<file path="config.mk">
export PLATFORM = sky130hd
export DESIGN_NAME = regfile_host
export DESIGN_NICKNAME = d
export VERILOG_FILES = /design/src/regfile_host_pkg.sv /design/src/regfile_host.sv
export SDC_FILE = /design/constraint.sdc
export NUM_CORES = 1
export LEC_CHECK = 0
export ABC_AREA = 1
export BUFFER_PORTS_ARGS = -buffer_cell sky130_fd_sc_hd__buf_2
export CORE_ASPECT_RATIO = 1.2
export CORE_MARGIN = 2
export CORE_UTILIZATION = 30
export CTS_BUF_LIST = sky130_fd_sc_hd__clkbuf_16
export CTS_CLUSTER_DIAMETER = 80
export CTS_CLUSTER_SIZE = 10
export DETAILED_ROUTE_END_ITERATION = 10
export PLACE_DENSITY = 0.48
export SLEW_MARGIN = 10
export SYNTH_ARGS = -nofsm -noshare
export SYNTH_HDL_FRONTEND = slang
export SYNTH_SLANG_ARGS = --single-unit
export TNS_END_PERCENT = 1
</file>
<file path="constraint.sdc">
create_clock -name clock -period 1.5 [get_ports clock]
set_clock_uncertainty 0.05 [all_clocks]
set_input_delay 0.375 -clock clock [delete_from_list [all_inputs] [get_ports clock]]
set_output_delay 0.375 -clock clock [all_outputs]
set_load 0.05 [all_outputs]
</file>
<file path="src/regfile_host_pkg.sv">
// Constants for the controller of a 16x4 asynchronous register file.
// Assumes a 40 MHz system clock and a single external memory device.
package regfile_host_pkg;
    localparam int WORD_COUNT  = 16;
    localparam int WORD_WIDTH  = 4;
    localparam int INDEX_WIDTH = 4;
    localparam int CLOCK_PERIOD_NS = 25;
    // Least write strobe width and least select pulse width, in ns
    localparam int WRITE_PULSE_NS  = 8;
    localparam int SELECT_PULSE_NS = 18;
    // Longest address access time, in ns
    localparam int ACCESS_NS       = 15;
    localparam int WRITE_PULSE_CYCLES  = (WRITE_PULSE_NS + CLOCK_PERIOD_NS - 1) / CLOCK_PERIOD_NS;
    localparam int SELECT_PULSE_CYCLES = (SELECT_PULSE_NS + CLOCK_PERIOD_NS - 1) / CLOCK_PERIOD_NS;
    localparam int ACCESS_CYCLES       = (ACCESS_NS + CLOCK_PERIOD_NS - 1) / CLOCK_PERIOD_NS;
    localparam logic [3:0] COUNT_ZERO  = 4'h0;
    localparam logic [3:0] INDEX_RESET = 4'h0;
    localparam logic [3:0] DATA_RESET  = 4'h0;
    typedef enum logic [2:0] {
        IDLE, SETUP, STROBE, HOLD, READ_WAIT, READ_CAPTURE
    } host_state_t;
endpackage

</file>
<file path="src/regfile_host.sv">
// Controller that writes and reads a 16x4 asynchronous register file through its pins.
// Assumes the device's outputs are open-emitter and may be wire-ORed with other devices.
//
// Overview of operation
// - Drive all four index lines every access
// - Only one select asserted when wire-ORed
// - Normal write: set index, data, select before strobe
// - Strobe-by-select write holds index, data
`timescale 1ns/100ps
module regfile_host
    import regfile_host_pkg::*;
(
    input  wire logic                   clock,
    input  wire logic                   resetn,
    input  wire logic                   reqValid,
    input  wire logic                   reqWrite,
    input  wire logic                   strobeBySelect,
    input  wire logic [INDEX_WIDTH-1:0] reqIndex,
    input  wire logic [WORD_WIDTH-1:0]  reqData,
    output logic                        reqReady,
    output logic                        rspValid,
    output logic [WORD_WIDTH-1:0]       rspData,
    output logic [INDEX_WIDTH-1:0]      word_index,
    output logic [WORD_WIDTH-1:0]       write_data_in,
    output logic                        selectN,
    output logic                        writeStrobeN,
    input  wire logic [WORD_WIDTH-1:0]  read_data_out
);
    host_state_t            state_q, state_d;
    logic [3:0]             count_q, count_d;
    logic                   modeSel_q, modeSel_d;
    logic [INDEX_WIDTH-1:0] index_q, index_d;
    logic [WORD_WIDTH-1:0]  data_q, data_d;
    logic                   sel_q, sel_d, we_q, we_d;
    logic                   ready_q, ready_d, rspValid_q, rspValid_d;
    logic [WORD_WIDTH-1:0]  rsp_q, rsp_d;
    logic [WORD_WIDTH-1:0]  readSync1_q, readSync2_q;

    // Pin input synchroniser
    always_ff @(posedge clock or negedge resetn) begin
        if (!resetn) begin
            readSync1_q <= DATA_RESET;
            readSync2_q <= DATA_RESET;
        end else begin
            readSync1_q <= read_data_out;
            readSync2_q <= readSync1_q;
        end
    end

    always_comb begin
        state_d    = state_q;
        count_d    = count_q;
        modeSel_d  = modeSel_q;
        index_d    = index_q;
        data_d     = data_q;
        sel_d      = sel_q;
        we_d       = we_q;
        ready_d    = ready_q;
        rspValid_d = 1'b0;
        rsp_d      = rsp_q;
        unique case (state_q)
            IDLE: begin
                ready_d = 1'b1;
                sel_d   = 1'b1;
                we_d    = 1'b1;
                if (reqValid && ready_q) begin
                    ready_d   = 1'b0;
                    index_d   = reqIndex;
                    data_d    = reqData;
                    modeSel_d = strobeBySelect;
                    count_d   = COUNT_ZERO;
                    if (reqWrite) begin
                        state_d = SETUP;
                        // Strobe-by-select: strobe low first, select stays high
                        sel_d = strobeBySelect;
                        we_d  = !strobeBySelect;
                    end else begin
                        state_d = READ_WAIT;
                        sel_d   = 1'b0;
                        we_d    = 1'b1;
                    end
                end
            end
            SETUP: begin
                state_d = STROBE;
                if (modeSel_q) begin
                    sel_d = 1'b0;
                end else begin
                    we_d = 1'b0;
                end
            end
            STROBE: begin
                if (count_q == 4'(WRITE_PULSE_CYCLES + SELECT_PULSE_CYCLES - 1)
                    || (!modeSel_q && count_q == 4'(WRITE_PULSE_CYCLES - 1))) begin
                    state_d = HOLD;
                    count_d = COUNT_ZERO;
                    if (modeSel_q) begin
                        sel_d = 1'b1;
                    end else begin
                        we_d = 1'b1;
                    end
                end else begin
                    count_d = count_q + 4'h1;
                end
            end
            HOLD: begin
                // Index and data kept one cycle past the rising edge
                state_d = IDLE;
                sel_d   = 1'b1;
                we_d    = 1'b1;
                ready_d = 1'b1;
            end
            READ_WAIT: begin
                // Access time plus two synchroniser stages
                if (count_q == 4'(ACCESS_CYCLES + 1)) begin
                    state_d = READ_CAPTURE;
                end else begin
                    count_d = count_q + 4'h1;
                end
            end
            READ_CAPTURE: begin
                rsp_d      = readSync2_q;
                rspValid_d = 1'b1;
                sel_d      = 1'b1;
                state_d    = IDLE;
                ready_d    = 1'b1;
            end
            default: begin
                state_d = IDLE;
            end
        endcase
    end

    always_ff @(posedge clock or negedge resetn) begin
        if (!resetn) begin
            state_q    <= IDLE;
            count_q    <= COUNT_ZERO;
            modeSel_q  <= 1'b0;
            index_q    <= INDEX_RESET;
            data_q     <= DATA_RESET;
            sel_q      <= 1'b1;
            we_q       <= 1'b1;
            ready_q    <= 1'b0;
            rspValid_q <= 1'b0;
            rsp_q      <= DATA_RESET;
        end else begin
            state_q    <= state_d;
            count_q    <= count_d;
            modeSel_q  <= modeSel_d;
            index_q    <= index_d;
            data_q     <= data_d;
            sel_q      <= sel_d;
            we_q       <= we_d;
            ready_q    <= ready_d;
            rspValid_q <= rspValid_d;
            rsp_q      <= rsp_d;
        end
    end

    assign reqReady      = ready_q;
    assign rspValid      = rspValid_q;
    assign rspData       = rsp_q;
    assign word_index    = index_q;
    assign write_data_in = data_q;
    assign selectN       = sel_q;
    assign writeStrobeN  = we_q;

    // Assertions
    a_index_stable_write: assert property (@(posedge clock) disable iff (!resetn)
        (!selectN && !writeStrobeN) |=> $stable(word_index) && $stable(write_data_in))
        else $error("Index or data changed during write");
    a_strobe_after_select: assert property (@(posedge clock) disable iff (!resetn)
        $fell(writeStrobeN) && !modeSel_q |-> !selectN && $stable(word_index))
        else $error("Strobe fell without select set up");
    a_select_strobe_mode: assert property (@(posedge clock) disable iff (!resetn)
        $fell(selectN) && modeSel_q && state_q == STROBE |-> !writeStrobeN && !$past(writeStrobeN))
        else $error("Select strobe without prior write strobe");
    a_hold_after_rise: assert property (@(posedge clock) disable iff (!resetn)
        $rose(selectN) && state_q == HOLD |=> $past(word_index, 2) == $past(word_index))
        else $error("Index not held after select rise");
    a_read_strobe_high: assert property (@(posedge clock) disable iff (!resetn)
        state_q == READ_WAIT |-> writeStrobeN && !selectN)
        else $error("Read without strobe high and select low");
    a_read_latency: assert property (@(posedge clock) disable iff (!resetn)
        state_q == IDLE && reqValid && reqReady && !reqWrite |-> ##[4:5] rspValid)
        else $error("Read response out of bounds");
    a_write_pulse_width: assert property (@(posedge clock) disable iff (!resetn)
        $fell(writeStrobeN) && !modeSel_q |-> !writeStrobeN [*1] ##1 writeStrobeN)
        else $error("Write strobe width wrong");
    a_idle_deselect: assert property (@(posedge clock) disable iff (!resetn)
        state_q == IDLE && !reqReady |-> selectN)
        else $error("Select asserted while idle");
    a_select_pulse_width: assert property (@(posedge clock) disable iff (!resetn)
        $fell(selectN) && modeSel_q && state_q == STROBE |-> !selectN [*2] ##1 selectN)
        else $error("Select strobe width wrong");
    a_data_hold_strobe: assert property (@(posedge clock) disable iff (!resetn)
        $rose(writeStrobeN) && !modeSel_q |-> !selectN && $stable(write_data_in) && $stable(word_index))
        else $error("Select or data not held past strobe rise");
    a_release_after_access: assert property (@(posedge clock) disable iff (!resetn)
        state_q == HOLD |=> selectN && writeStrobeN)
        else $error("Select or strobe not released after write");

    c_normal_write: cover property (@(posedge clock) disable iff (!resetn)
        $fell(writeStrobeN) && !selectN);
    c_select_write: cover property (@(posedge clock) disable iff (!resetn)
        $fell(selectN) && !writeStrobeN);
    c_read_done: cover property (@(posedge clock) disable iff (!resetn) rspValid);
    c_select_end: cover property (@(posedge clock) disable iff (!resetn)
        state_q == HOLD && modeSel_q);
    c_normal_end: cover property (@(posedge clock) disable iff (!resetn)
        state_q == HOLD && !modeSel_q);
endmodule

</file>
==> impl_metrics.json, run 1 <==
{
  "cp-start-kind": "flop",
  "area_growth_pct": 28.4,
  "multiInputGateArea_um2": 607,
  "grt_overflow_total": 0,
  "groute.usage.overall": 0.132,
  "crit_arrival_ps": 1040,
  "final_cell_mix": "nand2_1 (66), buf_2 (31), dfrtp_1 (28)",
  "reg2reg_slack_ps": 170,
  "hold_viol_final": 0,
  "cts_tree": "yes",
  "synth.top_cell.area_share": 0.505,
  "cp-startpoint": "selectN$_DFFE_PN1P_",
  "slowest_delay_ps": 520,
  "finalSetupViolCount": 0,
  "synth_edf_count": 0,
  "synth_area_leaders": "dfrtp_1 (50%), nand2_1 (17%), nand3_1 (4.7%)",
  "nFillCells": 489,
  "vias_per_cell": 4.37,
  "crit_slowest_cell": "dfstp_2",
  "clock_sinks": 32,
  "fp.coreArea_um2": 4870,
  "worst_hold_slack_ps": 5.51,
  "n_antenna_cell": 0,
  "layout_commonest_cell": "nand2_1",
  "regArea_um2": 806,
  "drv_cap": 0,
  "rows": 28,
  "netlist_instances": 163,
  "irDropWorstVdd_v": 0.00114,
  "slew_viol_final": 0,
  "drtIter0Drc": 35,
  "fin_setup_tns_ps": 0,
  "yosysWarnings": 0,
  "syn_area_um2": 1490,
  "outcome": "completed",
  "worst_path_dominant_cell_family": "flip-flops",
  "grt_pass1_vias": 1230,
  "r2r_start": "state_q[0]$_DFFE_PN0P_",
  "clockBufferDepth": 2,
  "fmax_ghz": 0.682,
  "drc": 0,
  "setup_ws_ps": 32.9,
  "p_leak_nw": 1.06,
  "cts_root_buf": "clkbuf_16",
  "setup.worst_path.end_class": "output port",
  "worstSetupPathType": "reg -> out",
  "synth_async_sr_flop_share": 1.00,
  "synth_area_per_cell_um2": 9.13,
  "slew_headroom": 0.816,
  "r2r_cells": 6,
  "wl_per_cell_um": 11.6,
  "portBuffers": 32,
  "clk_latency_ps": 270,
  "period_share": 0.978,
  "dr.pass1.iters": 4,
  "finalWirelength_um": 3060,
  "cts_setup_buffers": 0,
  "synth_area_leader_cell": "dfrtp_1",
  "utilization": 0.392,
  "cp_num_buf_inv": 1,
  "worst_slew_pin_slew_ps": 276,
  "power.density_nw_per_um2": 2610,
  "nNetsFinal": 224,
  "grt_max_degree": 33,
  "gp_congestion": 0.761,
  "reg2reg_to": "modeSel_q$_DFFE_PN0P_",
  "synth_fp_nets": 184,
  "hold_class": "in -> async",
  "antenna_found_initial": 0,
  "h-tree-depth": 2,
  "dp.final_hpwl_um": 2280,
  "p_total_mw": 4.99,
  "dp_slack_ps": 91.5,
  "ioPinCount": 33,
  "synth-main-ff-cell": "dfrtp_1",
  "synth_cell_types": 26,
  "die_h_um": 81.1,
  "start_util": 0.305,
  "crit_chain": "buf_2",
  "cp_max_fo": 2,
  "clk_pin_slew_ps": 50,
  "synth_seq_cells": 32,
  "layout-drive-gt1-share": 0.309,
  "cts_inserted_buffers": 5,
  "die_area_um2": 5540,
  "ys_seq_area_frac": 0.540,
  "finalCriticalPeriod_ps": 1470,
  "die_w_um": 68.3,
  "grt_pass1_wl_um": 5420,
  "rsz0062_at_grt": "no",
  "postRouteAntennaNets": 0,
  "vias": 1153,
  "worstPathRequired_ps": 1070
}
sequential cells by signal, indices dropped and copies added, names as in the netlist:
| register | flops |
|---|---|
| readSync2_q | 4 |
| readSync1_q | 4 |
| selectN | 1 |
| count_q | 4 |
| write_data_in | 4 |
| rspData | 4 |
| modeSel_q | 1 |
| rspValid | 1 |
| writeStrobeN | 1 |
| word_index | 4 |
| reqReady | 1 |
| state_q | 3 |
per-stage QoR:
stage | area (um^2) | instances
2_1_floorplan | 1490 | 163
6_report | 1910 | 264
3_5_place_dp | 1740 | 256
5_1_grt | 1910 | 264
4_1_cts | 1910 | 264
3_3_place_gp | 1740 | 256
metal layers:
layer	global-route usage	routed length, um
met1	0.158	1350
met2	0.223	1500
met3	0.0374	164
met4	0.0480	52
met5	0	0
Yosys cell counts, drive strengths merged, types with 2 or more instances:
cell type	n
a21oi	2
buf	3
dfrtp	30
dfstp	2
ha	4
inv	13
nand2	72
nand3	15
nand4	4
nor2	8
nor3	3
o21ai	3
xor2	2
cell type report:
| class | count | share of cell area |
|---|---|---|
| Timing Repair Buffer | 36 | 0.107 |
| Inverter | 13 | 0.0282 |
| Multi-Input combinational cell | 115 | 0.318 |
| Clock buffer | 5 | 0.0655 |
| Clock inverter | 3 | 0.0203 |
| Sequential cell | 32 | 0.422 |
| Tap cell | 60 | 0.0393 |
worst max path at each step:
stage,to,slack [ps],cells after the start
floorplan,modeSel_q$_DFFE_PN0P_,40,6
global placement,selectN$_DFFE_PN1P_,40,6
detailed placement,selectN$_DFFE_PN1P_,90,6
CTS,writeStrobeN,20,1
global route,count_q[1]$_DFFE_PN0P_,5,9
finish,selectN,30,1
kinds of logic (layout without fill, tap and decap cells):
| logic type | after synthesis | count (layout) | share of synthesized area |
|---|---|---|---|
| flops | 32 | 32 | 0.540 |
| compound gates | 7 | 7 | 0.0303 |
| fa+ha+maj | 4 | 4 | 0.0336 |
| xor+xnor | 2 | 2 | 0.0118 |
| simple gates | 102 | 102 | 0.332 |
| buf+inv | 16 | 57 | 0.0521 |
timing repair:
item                                    4_1_cts  5_1_grt
endpoints found under the setup margin        0        5
resized for setup                             0        3
hold endpoints to repair                      0        0
hold buffers                                  0        0
power by group:
group,internal [mW],total (mW),switching (mW)
Combinational,0.680,2.38,1.70
Sequential,1.21,1.48,0.273
Clock,0.773,1.12,0.350
(Power assumes the default switching activity.)
==> inputs of run 2 (changes only) <==
--- a/constraint.sdc
+++ b/constraint.sdc
@@ -3,3 +3,3 @@
 set_input_delay 0.375 -clock clock [delete_from_list [all_inputs] [get_ports clock]]
 set_output_delay 0.375 -clock clock [all_outputs]
-set_load 0.05 [all_outputs]
+set_load 0.02 [all_outputs]
==> impl_metrics.json, run 2 (same netlist as run 1, synthesis figures left out) <==
{
  "dr.pass1.iters": 4,
  "die_area_um2": 5540,
  "p_comb_frac": 0.422,
  "worstSetupPathType": "reg -> out",
  "clk_latency_ps": 270,
  "vias": 1153,
  "cp-start-kind": "flop",
  "fp.coreArea_um2": 4870,
  "grt_max_degree": 33,
  "p_sw_frac": 0.411,
  "crit_chain": "buf_2",
  "layout-drive-gt1-share": 0.309,
  "drv_cap": 0,
  "crit_slowest_cell": "dfstp_2",
  "p_leak_nw": 1.06,
  "slew_headroom": 0.816,
  "hold_class": "in -> async",
  "gp_congestion": 0.761,
  "grt_overflow_total": 0,
  "die_w_um": 68.3,
  "seq_power_share": 0.329,
  "pwr-share-clk": 0.249,
  "cts_setup_buffers": 0,
  "drtIter0Drc": 35,
  "crit_arrival_ps": 950,
  "antenna_found_initial": 0,
  "die_h_um": 81.1,
  "cts_root_buf": "clkbuf_16",
  "irDropWorstVdd_v": 0.000919,
  "finalSetupViolCount": 0,
  "postRouteAntennaNets": 0,
  "ioPinCount": 33,
  "worst_path_dominant_cell_family": "flip-flops",
  "power_switching_mw": 1.85,
  "portBuffers": 32,
  "outcome": "completed",
  "p_total_mw": 4.51,
  "final_cell_mix": "nand2_1 (66), buf_2 (32), dfrtp_1 (28)",
  "vias_per_cell": 4.37,
  "clock_sinks": 32,
  "fmax_ghz": 0.728,
  "worst_slew_pin_slew_ps": 276,
  "clk_pin_slew_ps": 50,
  "slowest_delay_ps": 530,
  "cp_num_buf_inv": 1,
  "power.internal_mw": 2.66,
  "hold_viol_final": 0,
  "setup.worst_path.end_class": "output port",
  "rows": 28,
  "worstPathRequired_ps": 1070,
  "rsz0062_at_grt": "no",
  "cts_inserted_buffers": 5,
  "nNetsFinal": 224,
  "fin_setup_tns_ps": 0,
  "finalWirelength_um": 3060,
  "grt_pass1_vias": 1230,
  "n_antenna_cell": 0,
  "drc": 0,
  "h-tree-depth": 2,
  "cts_tree": "yes",
  "start_util": 0.305,
  "power.density_nw_per_um2": 2360,
  "groute.usage.overall": 0.132,
  "finalCriticalPeriod_ps": 1370,
  "layout_commonest_cell": "nand2_1",
  "dp.final_hpwl_um": 2280,
  "slew_viol_final": 0,
  "cp_max_fo": 2,
  "wl_per_cell_um": 11.6,
  "postCtsHoldBufs": 0,
  "period_share": 0.916,
  "clockBufferDepth": 2,
  "grt_pass1_wl_um": 5420,
  "area_growth_pct": 28.3
}
run 2: cell count changes in the layout (fill, tap and decap cells not counted):
cell / delta
clkbuf_4: -1
buf_2: +1
run 2: worst paths after layout:
kind / from / to / slack [ps] / cells past startpoint
max: writeStrobeN$_DFFE_PN1P_ / writeStrobeN / 130 / 1
max in group asynchronous: resetn / selectN$_DFFE_PN1P_ / 1150 / 2
min: resetn / rspData[0]$_DFFE_PN0P_ / 6 / 2
min in group clock: read_data_out[1] / readSync1_q[1]$_DFF_PN0_ / 160 / 1
max reg2reg: state_q[0]$_DFFE_PN0P_ / modeSel_q$_DFFE_PN0P_ / 170 / 6
min reg2reg: readSync1_q[3]$_DFF_PN0_ / readSync2_q[3]$_DFF_PN0_ / 300 / 0
run 2: routing by layer:
metal / GRT usage / vias up / wire, um
li1: - / 591 / -
met1: 0.158 / 522 / 1350
met2: 0.223 / 34 / 1500
met3: 0.0374 / 6 / 164
met4: 0.0480 / 0 / 52
met5: 0 / - / 0
run 2: timing repair:
| item | in CTS | in global routing |
|---|---|---|
| endpoints found under the hold margin | 0 | 0 |
| endpoints found under the setup margin | 0 | 4 |
| resized for setup | 0 | 2 |
run 2: area by class of cell:
class	count	area [um^2]
inverter	13	53.8
fill	488	2960
sequential	32	806
tap	60	75.1
clock inverter	3	38.8
clock buffer	5	125
timing repair buffer	36	203
multi-input combinational	115	607
run 2: stage by stage:
step	utilization	hold slack [ps]	instances	area (um^2)	worst slack, ps
floorplan	-	29.4	163	1490	244
global placement	0.358	284	256	1740	35.6
detailed placement	0.358	290	256	1740	91.5
CTS	0.391	9.67	264	1910	62.4
global route	0.392	19.6	264	1910	5.31
finish	0.392	5.51	264	1910	126
run 2: power groups by stage:
| stage | Combinational (mW) | Clock (mW) | Sequential, mW |
|---|---|---|---|
| after global placement | 1.93 | 0 | 1.51 |
| after CTS | 1.94 | 1.15 | 1.49 |
| after detailed placement | 1.93 | 0 | 1.49 |
| after global routing | 2.18 | 1.20 | 1.53 |
| after floorplan | 1.22 | 0 | 1.66 |
| final | 1.90 | 1.12 | 1.48 |
==> inputs of run 3 (changes only) <==
Settings changed: CAP_MARGIN from default to 20, CTS_CLUSTER_DIAMETER 80 to 120, MAX_ROUTING_LAYER from default to met4.
==> impl_metrics.json, run 3 (same netlist as run 1, synthesis figures left out) <==
{
  "grt_pass1_wl_um": 5430,
  "slowest_delay_ps": 530,
  "nFillCells": 488,
  "finalCriticalPeriod_ps": 1370,
  "layout_commonest_cell": "nand2_1",
  "layout-drive-gt1-share": 0.309,
  "final_cell_mix": "nand2_1 (66), buf_2 (32), dfrtp_1 (28)",
  "cts_tree": "yes",
  "violations": "negative hold slack",
  "reg2reg_slack_ps": 170,
  "drc": 0,
  "worstSetupPathType": "reg -> out",
  "regArea_um2": 806,
  "hold_class": "in -> async",
  "die_area_um2": 5540,
  "dp.final_hpwl_um": 2280,
  "p_leak_nw": 1.06,
  "slew_viol_final": 0,
  "slew_headroom": 0.816,
  "fp.coreArea_um2": 4870,
  "critPathCapture": "writeStrobeN",
  "clock_sinks": 32,
  "nNetsFinal": 224,
  "multiInputGateArea_um2": 607,
  "cp-startpoint": "writeStrobeN$_DFFE_PN1P_",
  "postCtsHoldBufs": 0,
  "final_cells": 264,
  "outcome": "finished, violations left",
  "cp_num_buf_inv": 1,
  "gp_congestion": 0.771,
  "rsz0062_at_grt": "no",
  "grt_max_degree": 33,
  "setup_ws_ps": 125,
  "cp_max_fo": 2,
  "hold_viol_final": 1,
  "fin_setup_tns_ps": 0,
  "portBuffers": 32,
  "grt_pass1_vias": 1226,
  "postRouteAntennaNets": 0,
  "drtIter0Drc": 32,
  "dp_slack_ps": 91.5,
  "finalWirelength_um": 3070,
  "utilization": 0.392,
  "cts_inserted_buffers": 5,
  "vias_per_cell": 4.36,
  "setup.worst_path.end_class": "output port",
  "grt_overflow_total": 0,
  "reg2reg_to": "modeSel_q$_DFFE_PN0P_",
  "antenna_found_initial": 0,
  "r2r_cells": 6,
  "irDropWorstVdd_v": 0.000920,
  "period_share": 0.916,
  "vias": 1151,
  "dr.pass1.iters": 4,
  "crit_chain": "buf_2",
  "place_inst": 256,
  "h-tree-depth": 2,
  "cp-start-kind": "flop",
  "crit_slowest_cell": "dfstp_2",
  "n_antenna_cell": 0,
  "drv_cap": 0,
  "worst_slew_pin_slew_ps": 277,
  "finalSetupViolCount": 0,
  "clk_pin_slew_ps": 50,
  "groute.usage.overall": 0.137,
  "cp.depth": 1,
  "clockBufferDepth": 2,
  "worst_path_dominant_cell_family": "flip-flops",
  "wl_per_cell_um": 11.6,
  "cts_root_buf": "clkbuf_16",
  "clk_latency_ps": 270,
  "power.density_nw_per_um2": 2360,
  "die_w_um": 68.3,
  "ioPinCount": 33,
  "rows": 28,
  "worstPathRequired_ps": 1070,
  "crit_arrival_ps": 950,
  "worst_hold_slack_ps": -1.64,
  "r2r_start": "state_q[0]$_DFFE_PN0P_",
  "start_util": 0.305,
  "die_h_um": 81.1,
  "area_growth_pct": 28.3,
  "fmax_ghz": 0.728
}
## run 3: cell counts in the layout (fill, tap and decap cells not counted)
Identical to the previous run, type by type.
## run 3: through the flow
| stage | cell area, um^2 | power (mW) |
|---|---|---|
| 2_1_floorplan | 1490 | 2.88 |
| 3_3_place_gp | 1740 | 3.43 |
| 3_5_place_dp | 1740 | 3.42 |
| 4_1_cts | 1910 | 4.58 |
| 5_1_grt | 1910 | 4.91 |
| 6_report | 1910 | 4.51 |
## run 3: worst min-delay path by stage
stage | to | slack (ps) | cells past startpoint
floorplan | count_q[0]$_DFFE_PN0P_ | 30 | 0
global placement | readSync2_q[1]$_DFF_PN0_ | 280 | 0
detailed placement | readSync2_q[3]$_DFF_PN0_ | 290 | 0
CTS | count_q[3]$_DFFE_PN0P_ | 10 | 2
global route | rspData[0]$_DFFE_PN0P_ | 20 | 2
finish | rspData[0]$_DFFE_PN0P_ | -2 | 2
## run 3: metal layers
layer / wire, um / vias to the layer above / part of all wire / track usage
li1: - / 590 / - / -
met1: 1390 / 521 / 0.45 / 0.164
met2: 1480 / 34 / 0.48 / 0.222
met3: 144 / 6 / 0.047 / 0.0332
met4: 52 / 0 / 0.017 / 0.0480
met5: 0 / - / 0 / -
## run 3: area by class of cell
class                      instances  share of cell area
inverter                          13              0.0282
clock buffer                       5              0.0656
tap                               60              0.0393
multi-input combinational        115               0.318
sequential                        32               0.422
timing repair buffer              36               0.106
clock inverter                     3              0.0203
## run 3: power breakdown
part	switching, mW	total [mW]	internal, mW
registers	0.272	1.48	1.21
clock network	0.353	1.13	0.773
logic	1.23	1.90	0.672
## run 3: repair_timing
action	4_1_cts	5_1_grt
setup buffers	0	0
gates resized for setup	0	2
endpoints found under the setup margin	0	4
